## src/logic/bvs_pkg.sv

```systemverilog
package bvs_pkg;
  // register offsets
  localparam logic [7:0] VOLTAGE_CHANGE_CONTROL = 8'h20;
  localparam logic [7:0] BUCK_ONE_TARGET_A      = 8'h23;
  localparam logic [7:0] BUCK_ONE_TARGET_B      = 8'h24;
  localparam logic [7:0] BUCK_ONE_RAMP_RATE     = 8'h25;
  localparam logic [7:0] BUCK_TWO_TARGET_A      = 8'h29;

  // control register field positions
  localparam int REG_TWO_TARGET_SELECT = 5;
  localparam int REG_TWO_RAMP_GO       = 4;
  localparam int REG_ONE_TARGET_SELECT = 1;
  localparam int REG_ONE_RAMP_GO       = 0;

  // reset values and code limits
  localparam logic [3:0] RATE_RESET     = 4'h8;
  localparam logic [2:0] RAMP_RSVD      = 3'h2;
  localparam logic [3:0] RATE_MAX       = 4'ha;
  localparam logic [3:0] RATE_INSTANT   = 4'h0;
  localparam logic [4:0] CODE_EXT       = 5'h00;
  localparam logic [4:0] CODE_MAX       = 5'h19;
  localparam logic [3:0] REG_TWO_RATE   = 4'h8;

  // voltage steps and the missing point of the second regulator
  localparam int         REG_ONE_STEP_MV = 50;
  localparam int         REG_TWO_STEP_MV = 100;
  localparam logic [4:0] REG_TWO_SKIP    = 5'h0e;
  localparam logic [4:0] NO_SKIP         = 5'h00;

  // microsecond tick derived from the clock rate
  localparam int CLK_MHZ     = 250;
  localparam int TICK_US     = 1;
  localparam int CYC_PER_US  = TICK_US * CLK_MHZ;

  // codes above the table top behave as the top entry
  function automatic logic [4:0] sat_code(input logic [4:0] c);
    sat_code = (c > CODE_MAX) ? CODE_MAX : c;
  endfunction

  // rates above ten behave as ten
  function automatic logic [3:0] sat_rate(input logic [3:0] r);
    sat_rate = (r > RATE_MAX) ? RATE_MAX : r;
  endfunction
endpackage

```

## src/logic/bvs_ramp_if.sv

```systemverilog
`timescale 1ns/100ps
interface bvs_ramp_if;
  logic       go;
  logic [4:0] target;
  logic [3:0] rate;
  logic       us_tick;
  logic [4:0] code;

  modport ctrl (output go, output target, output rate, output us_tick, input code);
  modport stepper (input go, input target, input rate, input us_tick, output code);
endinterface

```

## src/logic/bvs_top.sv

```systemverilog
// What this block does
// - Control bit 5 selects regulator two target, bit 1 regulator one; reset 0.
// - Go bits 4 and 0: 0 holds output, 1 ramps to selected target; reset 0.
// - Regulator one code 0 is external; 1..19h is 0.80-2.00 V; above saturates.
// - Regulator two code 0 external; 1.0 V up by 0.1 V, 2.3 V skipped.
// - Ramp rate 0 is instant, 1..Ah is 1-10 mV/us, above behaves as 10.
// - Ramp register resets rate 1000, bits 6-4 to 010, bit 7 to 0.
// - Target registers: bits 7-5 reserved zero; field resets to variant default.
`timescale 1ns/100ps
module bvs_top #(
  parameter logic [4:0] REG_ONE_DEFAULT_A = 5'h09,
  parameter logic [4:0] REG_ONE_DEFAULT_B = 5'h09,
  parameter logic [4:0] REG_TWO_DEFAULT_A = 5'h19
) (
  input  wire logic       ref_clk_i,
  input  wire logic       rst_n_i,
  input  wire logic       reg_wr_i,
  input  wire logic       reg_rd_i,
  input  wire logic [7:0] reg_addr_i,
  input  wire logic [7:0] reg_wdata_i,
  input  wire logic [4:0] reg_two_second_target_i,
  output logic      [7:0] reg_rdata_o,
  output logic            reg_rvalid_o,
  output logic      [4:0] reg_one_active_code_o,
  output logic      [4:0] reg_two_active_code_o
);
  logic       reg_one_ramp_go;
  logic       reg_one_target_select;
  logic       reg_two_ramp_go;
  logic       reg_two_target_select;
  logic [4:0] reg_one_target_code_a;
  logic [4:0] reg_one_target_code_b;
  logic [4:0] reg_two_target_code_a;
  logic [3:0] reg_one_ramp_rate_code;
  logic [7:0] us_cnt;
  logic       us_tick;
  logic [7:0] next_rdata;

  bvs_ramp_if one_if ();
  bvs_ramp_if two_if ();

  ////////////////////////////////////////////////////////////////////////////
  // register writes

  // voltage change control: select and go bits
  always_ff @(posedge ref_clk_i) begin
    if (!rst_n_i) begin
      reg_one_ramp_go       <= 1'b0;
      reg_one_target_select <= 1'b0;
      reg_two_ramp_go       <= 1'b0;
      reg_two_target_select <= 1'b0;
    end else if (reg_wr_i && (reg_addr_i == bvs_pkg::VOLTAGE_CHANGE_CONTROL)) begin
      reg_one_target_select <= reg_wdata_i[bvs_pkg::REG_ONE_TARGET_SELECT];
      reg_two_target_select <= reg_wdata_i[bvs_pkg::REG_TWO_TARGET_SELECT];
      reg_one_ramp_go       <= reg_wdata_i[bvs_pkg::REG_ONE_RAMP_GO];
      reg_two_ramp_go       <= reg_wdata_i[bvs_pkg::REG_TWO_RAMP_GO];
    end
  end

  // target codes, reset to the variant defaults
  always_ff @(posedge ref_clk_i) begin
    if (!rst_n_i) begin
      reg_one_target_code_a <= REG_ONE_DEFAULT_A;
      reg_one_target_code_b <= REG_ONE_DEFAULT_B;
      reg_two_target_code_a <= REG_TWO_DEFAULT_A;
    end else if (reg_wr_i) begin
      if (reg_addr_i == bvs_pkg::BUCK_ONE_TARGET_A) begin
        reg_one_target_code_a <= reg_wdata_i[4:0];
      end
      if (reg_addr_i == bvs_pkg::BUCK_ONE_TARGET_B) begin
        reg_one_target_code_b <= reg_wdata_i[4:0];
      end
      if (reg_addr_i == bvs_pkg::BUCK_TWO_TARGET_A) begin
        reg_two_target_code_a <= reg_wdata_i[4:0];
      end
    end
  end

  // ramp rate code
  always_ff @(posedge ref_clk_i) begin
    if (!rst_n_i) begin
      reg_one_ramp_rate_code <= bvs_pkg::RATE_RESET;
    end else if (reg_wr_i && (reg_addr_i == bvs_pkg::BUCK_ONE_RAMP_RATE)) begin
      reg_one_ramp_rate_code <= reg_wdata_i[3:0];
    end
  end

  ////////////////////////////////////////////////////////////////////////////
  // register reads

  // reserved bits read as zero, ramp bits 6-4 as their fixed value
  always_comb begin
    next_rdata = 8'h00;
    case (reg_addr_i)
      bvs_pkg::VOLTAGE_CHANGE_CONTROL: begin
        next_rdata[bvs_pkg::REG_TWO_TARGET_SELECT] = reg_two_target_select;
        next_rdata[bvs_pkg::REG_TWO_RAMP_GO]       = reg_two_ramp_go;
        next_rdata[bvs_pkg::REG_ONE_TARGET_SELECT] = reg_one_target_select;
        next_rdata[bvs_pkg::REG_ONE_RAMP_GO]       = reg_one_ramp_go;
      end
      bvs_pkg::BUCK_ONE_TARGET_A:  next_rdata = {3'h0, reg_one_target_code_a};
      bvs_pkg::BUCK_ONE_TARGET_B:  next_rdata = {3'h0, reg_one_target_code_b};
      bvs_pkg::BUCK_TWO_TARGET_A:  next_rdata = {3'h0, reg_two_target_code_a};
      bvs_pkg::BUCK_ONE_RAMP_RATE: begin
        next_rdata = {1'b0, bvs_pkg::RAMP_RSVD, reg_one_ramp_rate_code};
      end
      default: next_rdata = 8'h00;
    endcase
  end

  // read data one cycle after the strobe
  always_ff @(posedge ref_clk_i) begin
    if (!rst_n_i) begin
      reg_rdata_o  <= 8'h00;
      reg_rvalid_o <= 1'b0;
    end else begin
      reg_rvalid_o <= reg_rd_i;
      if (reg_rd_i) begin
        reg_rdata_o <= next_rdata;
      end
    end
  end

  ////////////////////////////////////////////////////////////////////////////
  // microsecond enable and ramp steppers

  // one-cycle enable every microsecond
  always_ff @(posedge ref_clk_i) begin
    if (!rst_n_i) begin
      us_cnt  <= 8'h00;
      us_tick <= 1'b0;
    end else if (us_cnt == 8'(bvs_pkg::CYC_PER_US - 1)) begin
      us_cnt  <= 8'h00;
      us_tick <= 1'b1;
    end else begin
      us_cnt  <= us_cnt + 8'h01;
      us_tick <= 1'b0;
    end
  end

  // selected and saturated targets toward each stepper
  assign one_if.go      = reg_one_ramp_go;
  assign one_if.target  = bvs_pkg::sat_code(reg_one_target_select ? reg_one_target_code_b
                                            : reg_one_target_code_a);
  assign one_if.rate    = bvs_pkg::sat_rate(reg_one_ramp_rate_code);
  assign one_if.us_tick = us_tick;
  assign two_if.go      = reg_two_ramp_go;
  assign two_if.target  = bvs_pkg::sat_code(reg_two_target_select ? reg_two_second_target_i
                                            : reg_two_target_code_a);
  assign two_if.rate    = bvs_pkg::REG_TWO_RATE;
  assign two_if.us_tick = us_tick;

  bvs_ramp_stepper #(
    .STEP_MV   (bvs_pkg::REG_ONE_STEP_MV),
    .SKIP_CODE (bvs_pkg::NO_SKIP),
    .INIT_CODE (REG_ONE_DEFAULT_A)
  ) u_one (
    .ref_clk_i (ref_clk_i),
    .rst_n_i   (rst_n_i),
    .rp        (one_if.stepper)
  );

  bvs_ramp_stepper #(
    .STEP_MV   (bvs_pkg::REG_TWO_STEP_MV),
    .SKIP_CODE (bvs_pkg::REG_TWO_SKIP),
    .INIT_CODE (REG_TWO_DEFAULT_A)
  ) u_two (
    .ref_clk_i (ref_clk_i),
    .rst_n_i   (rst_n_i),
    .rp        (two_if.stepper)
  );

  assign reg_one_active_code_o = one_if.code;
  assign reg_two_active_code_o = two_if.code;

  ////////////////////////////////////////////////////////////////////////////
  // checks

  a_sel_write: assert property (
    @(posedge ref_clk_i) disable iff (!rst_n_i)
    (reg_wr_i && reg_addr_i == bvs_pkg::VOLTAGE_CHANGE_CONTROL)
      |=> (reg_one_target_select == $past(reg_wdata_i[1]))
          && (reg_two_target_select == $past(reg_wdata_i[5])))
    else $error("target select not taken from control write");

  a_hold_no_go: assert property (
    @(posedge ref_clk_i) disable iff (!rst_n_i)
    !reg_one_ramp_go |=> $stable(reg_one_active_code_o))
    else $error("regulator one code moved without go");

  a_instant_jump: assert property (
    @(posedge ref_clk_i) disable iff (!rst_n_i)
    (reg_one_ramp_go && reg_one_ramp_rate_code == 4'h0 && !reg_wr_i)
      |=> reg_one_active_code_o == $past(one_if.target))
    else $error("instant rate did not jump to target");

  a_one_code_sat: assert property (
    @(posedge ref_clk_i) disable iff (!rst_n_i)
    reg_one_active_code_o <= 5'h19)
    else $error("regulator one code above top entry");

  a_two_code_sat: assert property (
    @(posedge ref_clk_i) disable iff (!rst_n_i)
    reg_two_active_code_o <= 5'h19)
    else $error("regulator two code above top entry");

  a_rate_reset_val: assert property (
    @(posedge ref_clk_i)
    !rst_n_i |=> reg_one_ramp_rate_code == 4'h8)
    else $error("ramp rate not reset to eight");

  a_ramp_rsvd_read: assert property (
    @(posedge ref_clk_i) disable iff (!rst_n_i)
    (reg_rd_i && reg_addr_i == bvs_pkg::BUCK_ONE_RAMP_RATE)
      |=> reg_rvalid_o && reg_rdata_o[7:4] == 4'h2)
    else $error("ramp register upper bits wrong");

  a_target_rsvd_read: assert property (
    @(posedge ref_clk_i) disable iff (!rst_n_i)
    (reg_rd_i && (reg_addr_i == bvs_pkg::BUCK_ONE_TARGET_A
                  || reg_addr_i == bvs_pkg::BUCK_TWO_TARGET_A))
      |=> reg_rdata_o[7:5] == 3'h0)
    else $error("target register reserved bits not zero");

  a_ramp_single_step: assert property (
    @(posedge ref_clk_i) disable iff (!rst_n_i)
    (reg_one_ramp_go && reg_one_ramp_rate_code != 4'h0 && one_if.target != 5'h00
     && reg_one_active_code_o != 5'h00 && !reg_wr_i)
      |=> (reg_one_active_code_o == $past(reg_one_active_code_o))
          || (reg_one_active_code_o == $past(reg_one_active_code_o) + 5'h01)
          || (reg_one_active_code_o == $past(reg_one_active_code_o) - 5'h01))
    else $error("ramp moved more than one code per step");
endmodule

```

## src/logic/bvs_ramp_stepper.sv

```systemverilog
`timescale 1ns/100ps
module bvs_ramp_stepper #(
  parameter int         STEP_MV   = 50,
  parameter logic [4:0] SKIP_CODE = 5'h00,
  parameter logic [4:0] INIT_CODE = 5'h01
) (
  input  wire logic    ref_clk_i,
  input  wire logic    rst_n_i,
  bvs_ramp_if.stepper  rp
);
  logic [7:0] acc;
  logic [7:0] cost;
  logic [7:0] sum;
  logic       up;
  logic       instant;

  // the skipped point doubles the voltage of that one step
  always_comb begin
    up      = rp.target > rp.code;
    instant = (rp.rate == bvs_pkg::RATE_INSTANT) || (rp.target == bvs_pkg::CODE_EXT)
              || (rp.code == bvs_pkg::CODE_EXT);
    cost    = 8'(STEP_MV);
    if (SKIP_CODE != bvs_pkg::NO_SKIP) begin
      if ((up && (rp.code + 5'h01 == SKIP_CODE)) || (!up && (rp.code == SKIP_CODE))) begin
        cost = 8'(2 * STEP_MV);
      end
    end
    sum = acc + {4'h0, rp.rate};
  end

  // mV accumulated per microsecond, one code step per step voltage
  always_ff @(posedge ref_clk_i) begin
    if (!rst_n_i) begin
      rp.code <= bvs_pkg::sat_code(INIT_CODE);
      acc     <= 8'h00;
    end else if (!rp.go || (rp.code == rp.target)) begin
      acc <= 8'h00; // hold
    end else if (instant) begin
      rp.code <= rp.target;
      acc     <= 8'h00;
    end else if (rp.us_tick) begin
      if (sum >= cost) begin
        rp.code <= up ? rp.code + 5'h01 : rp.code - 5'h01;
        acc     <= sum - cost;
      end else begin
        acc <= sum;
      end
    end
  end
endmodule

```

## config.mk

```make
export PLATFORM = sky130hd
export DESIGN_NAME = bvs_top
export DESIGN_NICKNAME = d
export VERILOG_FILES = /design/src/logic/bvs_pkg.sv /design/src/logic/bvs_ramp_if.sv /design/src/logic/bvs_top.sv /design/src/logic/bvs_ramp_stepper.sv
export SDC_FILE = /design/constraint.sdc
export NUM_CORES = 1
export LEC_CHECK = 0
export BUFFER_PORTS_ARGS = -buffer_cell sky130_fd_sc_hd__buf_2
export CORE_ASPECT_RATIO = 0.75
export CORE_MARGIN = 2
export CORE_UTILIZATION = 55
export CTS_CLUSTER_DIAMETER = 80
export DETAILED_ROUTE_END_ITERATION = 10
export GPL_TIMING_DRIVEN = 1
export PLACE_DENSITY = 0.78
export SLEW_MARGIN = 15
export SYNTH_ARGS = -nofsm -noshare
export SYNTH_HDL_FRONTEND = slang
export SYNTH_HIERARCHICAL = 1
export SYNTH_SLANG_ARGS = --single-unit
```

## constraint.sdc

```tcl
create_clock -name ref_clk_i -period 4.77 [get_ports ref_clk_i]
set_clock_uncertainty 0.2 [all_clocks]
set_input_delay 0.477 -clock ref_clk_i [delete_from_list [all_inputs] [get_ports ref_clk_i]]
set_output_delay 0.477 -clock ref_clk_i [all_outputs]
set_load 0.02 [all_outputs]
```

Yosys cells after proc, flatten, opt, wreduce, memory -nomap -nowiden
Index checks and enable logic that the tools add are counted.
{ "word_totals": {"rom_bits": 0, "inputBits": 25, "register_bits": 65, "latchBits": 0, "mem_count": 0, "mem_bits_rw": 0} }
{ "classes": {"n_shift": 0, "n_addsub": 9, "reduce_logical": 30, "order_cmp": 7, "mul": 0, "n_mux": 20, "bitwise_logic": 3, "n_eq_ne": 10, "div": 0} }
{ "op_table": {"columns": ["operator", "n"], "rows": [
  ["two-way mux 5 bit", 12],
  ["== test 8 x 6 -> 1 bit (second input constant)", 5],
  ["two-way mux 8 bit", 3],
  ["logical NOT 5 bit", 4],
  ["one-hot mux 2 bit (5 select lines)", 2],
  ["adder 5 x 1 -> 5 bit (second input constant)", 2],
  ["== test 5 x 4 -> 1 bit (second input constant)", 2],
  ["== test 5 bit", 2],
  ["greater-than comparator 5 bit", 2],
  ["greater-than comparator 5 bit (second input constant)", 2],
  ["subtractor 5 x 1 -> 5 bit (second input constant)", 2],
  ["adder 8 x 1 -> 8 bit (second input constant)", 1],
  ["adder 8 x 4 -> 8 bit", 1],
  ["adder 8 x 4 -> 8 bit (second input constant)", 1],
  ["== test 8 bit (second input constant)", 1],
  ["greater-or-equal comparator 8 x 6 -> 1 bit (second input constant)", 1],
  ["greater-or-equal comparator 8 bit", 1],
  ["one-hot mux 2 bit (4 select lines)", 1],
  ["nonzero test 2 bit", 4],
  ["subtractor 8 x 6 -> 8 bit (second input constant)", 1],
  ["subtractor 8 bit", 1],
  ["logical OR 1 bit", 6],
  ["AND reduction 2 bit", 3],
  ["AND reduction 3 bit", 2],
  ["9 further kinds", 17]
]} }

Longest topological paths before layout
{ "depth": {"ltp_word": 12, "depth_mapped": 21} }

Modules after synthesis
Netlist, hierarchy kept.
{ "by_module_without_submodules": {"columns": ["module", "cells_each", "instances", "area_each_um2"], "rows": [
  ["bvs_top", 211, 1, 1989.4],
  ["bvs_ramp_stepper (u_two)", 184, 1, 1567.8],
  ["bvs_ramp_stepper (u_one)", 164, 1, 1390.1]
]} }

Least setup slack after synthesis
Ideal clock, no wire load.
{ "synth_timing": {"path_kind": "register to register", "start": "register reg_two_target_select", "end": "register u_two.acc[2]", "path_buffers": 1, "required_ns": 4.500, "path_stages_with_launch": 22, "arrival_ns": 4.410, "slack_ns": 0.090, "cell_sequence": "dfxtp_1 buf_2 mux2_2 and2_1 nor2_1 ha_1 a211oi_1 nor2_1 o31ai_4 nand4_1 o21ai_0 and2_1 inv_1 ha_1 fa_1 nand3b_1 a211oi_2 a311oi_4 nor3_2 nor2_4 mux2_1 a21oi_1"} }
{ "synth_via": {"elab_chain_cells": 10, "elab_cells_between_ends": 17} }
{ "synth_rtl": {"columns": ["element", "line_no", "text"], "rows": [
  ["start, declared", "bvs_top.sv:30", "logic reg_two_target_select;"],
  ["start signal, assigned", "bvs_top.sv:54", "reg_two_target_select <= reg_wdata_i[bvs_pkg::REG_TWO_TARGET_SELECT];"],
  ["two-way mux 5 bit (*)", "bvs_top.sv:148", "assign two_if.target = bvs_pkg::sat_code(reg_two_target_select ? reg_two_second_target_i"],
  ["greater-than comparator 5 bit", "bvs_pkg.sv:37", "sat_code = (c > CODE_MAX) ? CODE_MAX : c;"],
  ["two-way mux 5 bit (*)", "bvs_pkg.sv:37", null],
  ["via two_if.target[3]", "bvs_ramp_if.sv:4", "logic [4:0] target;"],
  ["greater-than comparator 5 bit", "bvs_ramp_stepper.sv:19", "up = rp.target > rp.code;"],
  ["logical NOT 1 bit", "bvs_ramp_stepper.sv:24", "if ((up && (rp.code + 5'h01 == SKIP_CODE)) || (!up && (rp.code == SKIP_CODE))) begin"],
  ["logical AND 1 bit", "bvs_ramp_stepper.sv:24", null],
  ["logical OR 1 bit", "bvs_ramp_stepper.sv:24", null],
  ["two-way mux 8 bit", "bvs_ramp_stepper.sv:24", null],
  ["subtractor 8 bit or greater-or-equal comparator 8 bit (tied branches)", "bvs_ramp_stepper.sv:44, bvs_ramp_stepper.sv:42", null],
  ["two-way mux 8 bit", "bvs_ramp_stepper.sv:42", "if (sum >= cost) begin"],
  ["end signal, assigned", "bvs_ramp_stepper.sv:44", "acc <= sum - cost;"],
  ["end signal, assigned", "bvs_ramp_stepper.sv:46", "acc <= sum;"],
  ["end, declared", "bvs_ramp_stepper.sv:11", "logic [7:0] acc;"]
]} }
The timed path passes the listed nets; every way through them passes the cells marked *.
A chain may end at the register's enable or synchronous reset.

Worst setup path after layout
{ "layout_timing": {"start": "register reg_two_target_select", "end": "register u_two.rp.code[4]"} }
{ "layout_via": {"elab_chain_cells": 11, "elab_cells_between_ends": 22} }
{ "layout_rtl": {"columns": ["element", "line_no", "text"], "rows": [
  ["two-way mux 5 bit (*)", "bvs_top.sv:148", null],
  ["greater-than comparator 5 bit", "bvs_pkg.sv:37", null],
  ["two-way mux 5 bit (*)", "bvs_pkg.sv:37", null],
  ["via two_if.target[4]", "bvs_ramp_if.sv:4", null],
  ["greater-than comparator 5 bit", "bvs_ramp_stepper.sv:19", null],
  ["logical NOT 1 bit", "bvs_ramp_stepper.sv:24", null],
  ["logical AND 1 bit", "bvs_ramp_stepper.sv:24", null],
  ["logical OR 1 bit", "bvs_ramp_stepper.sv:24", null],
  ["two-way mux 8 bit", "bvs_ramp_stepper.sv:24", null],
  ["greater-or-equal comparator 8 bit", "bvs_ramp_stepper.sv:42", null],
  ["nonzero test 2 bit (no source line)", null, null],
  ["AND reduction 3 bit (no source line)", null, null],
  ["end signal, assigned", "bvs_ramp_stepper.sv:34", "rp.code <= bvs_pkg::sat_code(INIT_CODE);"],
  ["end signal, assigned", "bvs_ramp_stepper.sv:39", "rp.code <= rp.target;"],
  ["end signal, assigned", "bvs_ramp_stepper.sv:43", "rp.code <= up ? rp.code + 5'h01 : rp.code - 5'h01;"],
  ["end, declared", "bvs_ramp_if.sv:10", "modport stepper (input go, input target, input rate, input us_tick, output code);"]
]} }
The timed path passes the listed nets; every way through them passes the cells marked *. The select of a mux whose other input is x is not followed.

==> results.md <==
- Vias after detailed routing: 4333
- Cell type of the slowest stage on the worst timing path: sky130_fd_sc_hd__fa_1
- Residual DRC count: 0
- Part of the Yosys area used for sequential elements: 0.263
- Share of total power consumed by net switching: 0.210
- Crit-path max FO: 6
- Count of clock tree sinks: 65
- Transition at the pin with the smallest max-transition slack: 1.00 ns
- Finished Layout Cells: 724
- Fraction of final layout cells sized beyond drive strength 1: 0.193
- Leftover overflow at the end of global routing: 0
- Hold buffer count at CTS: 0
- Commonest register cell after synthesis: sky130_fd_sc_hd__dfxtp_1
- Power density cells: 256 mW/mm²
- Clock buffers created by TritonCTS: 9
- Leak pwr: about 2.3 nW
- Net switching power: 0.000303 W
- Type of destination of the critical path: flop
- Clock transition at the register clock pins on the worst setup and hold paths after CTS: 0.06 ns
- Most common library cell in the layout ignoring fill and taps: sky130_fd_sc_hd__dfxtp_1
- Data arrival time of the worst path: 4.62 ns
- Final worst-path cycle share: 0.967
- Maximum root-to-sink buffer count: 2
- Number of enable-type register cells in the synthesized netlist: 0
- Hold crit path type: in2reg
- Total negative setup slack: 0 ns
- Final routed wirelength across all metal layers: 11.8 mm
- Final min period: 4.61 ns
- Area post-placement: about 0.0052 mm²
- Setup WS post-layout: 0.159 ns
- Initial core utilization: 0.575
- Remaining antenna violation count: 0
- TritonRoute pass-1 iters: 5
- Post-Route Hold Slack: 0.192 ns
- Max_slew headroom: 0.331
- Vias in the first global route: 4144
- Clock power frac: 0.564
- Combined global-route utilization of all metal layers: 0.254
- Iteration-0 DRC count of the detailed router: 314
- Pin count of the biggest net entering global routing: 41
- Area growth from synthesis to layout: 14.3%
- Post-synth ARST share: 0
- Critical Path, Cell by Cell: mux2_4, and2_1, nor2_2, ha_1, a211oi_2, nor2_1, o31ai_4, nand4_1, o21ai_0, and2_1, inv_2, ha_2, fa_1, nand3b_1, a211oi_2, a311oi_4, buf_4, o311ai_4, a21oi_2, mux2i_1, o21ai_1
- Std-Cell Core Area: ~0.0086 mm²
- Critical path's largest stage delay: 0.42 ns
- Clock Latency Late Sink: around 0.33 ns
- Placed cells: 706
- HPWL after detailed placement: 8.63 mm
- TritonCTS clock tree: built
- Distinct cells, synth: slightly below 90
- H-tree lvl count: 3
- Worst ir drop on vdd: 0.234 mV
- Synthesized area per cell: 8.85 µm²
- Root Buffer: sky130_fd_sc_hd__clkbuf_16
- Outcome: completed
- Final net count: 672
- Wire length of the first global-routing pass: 19.9 mm
- Number of filler instances in the final layout: 685
- Width of the die: 114 µm
- Category of the worst setup path launch point: flop
- WL/cell: 16.3 µm
- Mapped cell area: 0.00495 mm²
- Post-synthesis register bit count: 65
- Synthesized instance count: 559
- Initial antenna violation count: 0
- Slew Limit Fails: 0
- Most frequent cells in the layout: sky130_fd_sc_hd__dfxtp_1 (64), sky130_fd_sc_hd__nor2_1 (49), sky130_fd_sc_hd__nand2_1 (45)
- Maximum achievable frequency: ~0.22 GHz
- Critical path type: reg2reg
- Die Y: between 80 and 90 µm
- Final Hold Viols: 0
- Final non-filler cell area: 0.00566 mm²
- Count of buffers from port buffering: 39
- Boundary pin count: 44
- Total of endpoints with negative setup slack in the final report: 0
- Internal power consumption: approximately 0.0011 W
- Fraction of power consumed by sequential logic: 0.382
- Number of max-cap violations: 0
- Required time of the critical path: 4.78 ns
- Number of antenna diodes: 0
- Number of warnings reported in the yosys synthesis log: 6
- Vias per cell: 5.98
- Final GP Congestion: between 0.9 and 1
- Dpl ws: 0.0438 ns
- # rows: 29
- Combinational fraction of design power: 0.054
- Die Area: 0.00978 mm²
## kinds of logic after synthesis
logic type / after synthesis / synth area share
buffers and inverters: 51 / 0.0511
adders and majority gates: 36 / 0.0971
muxes: 41 / 0.0883
xor gates and xnor gates: 27 / 0.0493
other: 2 / 0.00152
AOI/OAI and AO/OA: 138 / 0.221
and+or+nand+nor: 199 / 0.229
DFF: 65 / 0.263
## flip-flops by register name (all words and copies together), names as in the netlist, 5 cells and up
| name | count |
|---|---|
| u_two/rp.code | 5 |
| reg_one_target_code_b | 5 |
| u_one/rp.code | 5 |
| us_cnt | 8 |
| reg_two_target_code_a | 5 |
| reg_one_target_code_a | 5 |
| u_two/acc | 8 |
| reg_rdata_o | 6 |
| u_one/acc | 8 |
## layout make-up
class,instances,area [µm²],area share
Clock buffer,10,229,0.0405
Tap cell,108,135,0.0239
Clock inverter,6,138,0.0243
Inverter,34,128,0.0226
Sequential cell,65,1310,0.231
Multi-Input combinational cell,452,3450,0.610
Timing Repair Buffer,49,270,0.0478
## worst max-delay path: cells and delay by family (launching register included)
kind	cells	cell delay, ns
flip-flops	1	0.39
AND/OR/NAND/NOR	6	0.89
multiplexers	2	0.52
buffers and inverters	2	0.26
AO/OA/AOI/OAI	8	1.36
adder cells (fa/ha/maj)	3	0.88
## final timing paths
check	start	to	slack [ns]	depth (start not counted)
min reg2reg	us_cnt[0]	us_cnt[0]	0.27	1
min	reg_wdata_i[4]	reg_two_target_code_a[4]	0.19	3
max reg2reg	reg_two_target_select	u_two/rp.code[4]	0.16	21
max	reg_two_target_select	u_two/rp.code[4]	0.16	21
## power by group through the flow
stage          Combinational (W)  Clock (W)  Sequential [W]
2_1_floorplan          0.0000480          0        0.000567
3_3_place_gp           0.0000736          0        0.000564
3_5_place_dp           0.0000760          0        0.000564
4_1_cts                0.0000769   0.000828        0.000552
5_1_grt                0.0000865   0.000854        0.000552
6_report               0.0000783   0.000816        0.000552
## through the flow
stage | power, W | util
floorplan | 0.000615 | -
global placement | 0.000637 | 0.610
detailed placement | 0.000640 | 0.610
CTS | 0.00146 | 0.653
global route | 0.00149 | 0.658
finish | 0.00145 | 0.658
## synthesized netlist by cell type, drive strengths merged (7+ instances only)
cell	instances	share of area
a21o	10	0.017
mux2i	32	0.066
nor2b	7	0.0089
nand2	47	0.037
ha	32	0.081
nor3	10	0.012
xnor2	18	0.033
xor2	9	0.016
clkbuf	7	0.0081
a211oi	8	0.016
a22oi	7	0.013
nor2	54	0.045
o21a	7	0.011
o21ai	39	0.042
nand3	27	0.030
dfxtp	65	0.26
buf	10	0.017
nand4	11	0.023
and2	8	0.010
a21oi	26	0.035
mux2	9	0.023
inv	33	0.025
## what timing repair did
item / in CTS / in global routing
resized for setup: 0 / 10
setup buffers: 0 / 2
setup endpoints to repair: 0 / 11
## routing by layer
layer	share of wire	global-route usage	wire [µm]
met5	0	0	0
met4	0.012	0.0754	146
met3	0.051	0.0601	600
met2	0.47	0.416	5520
met1	0.47	0.335	5540
Power figures use the tool's default switching activity.
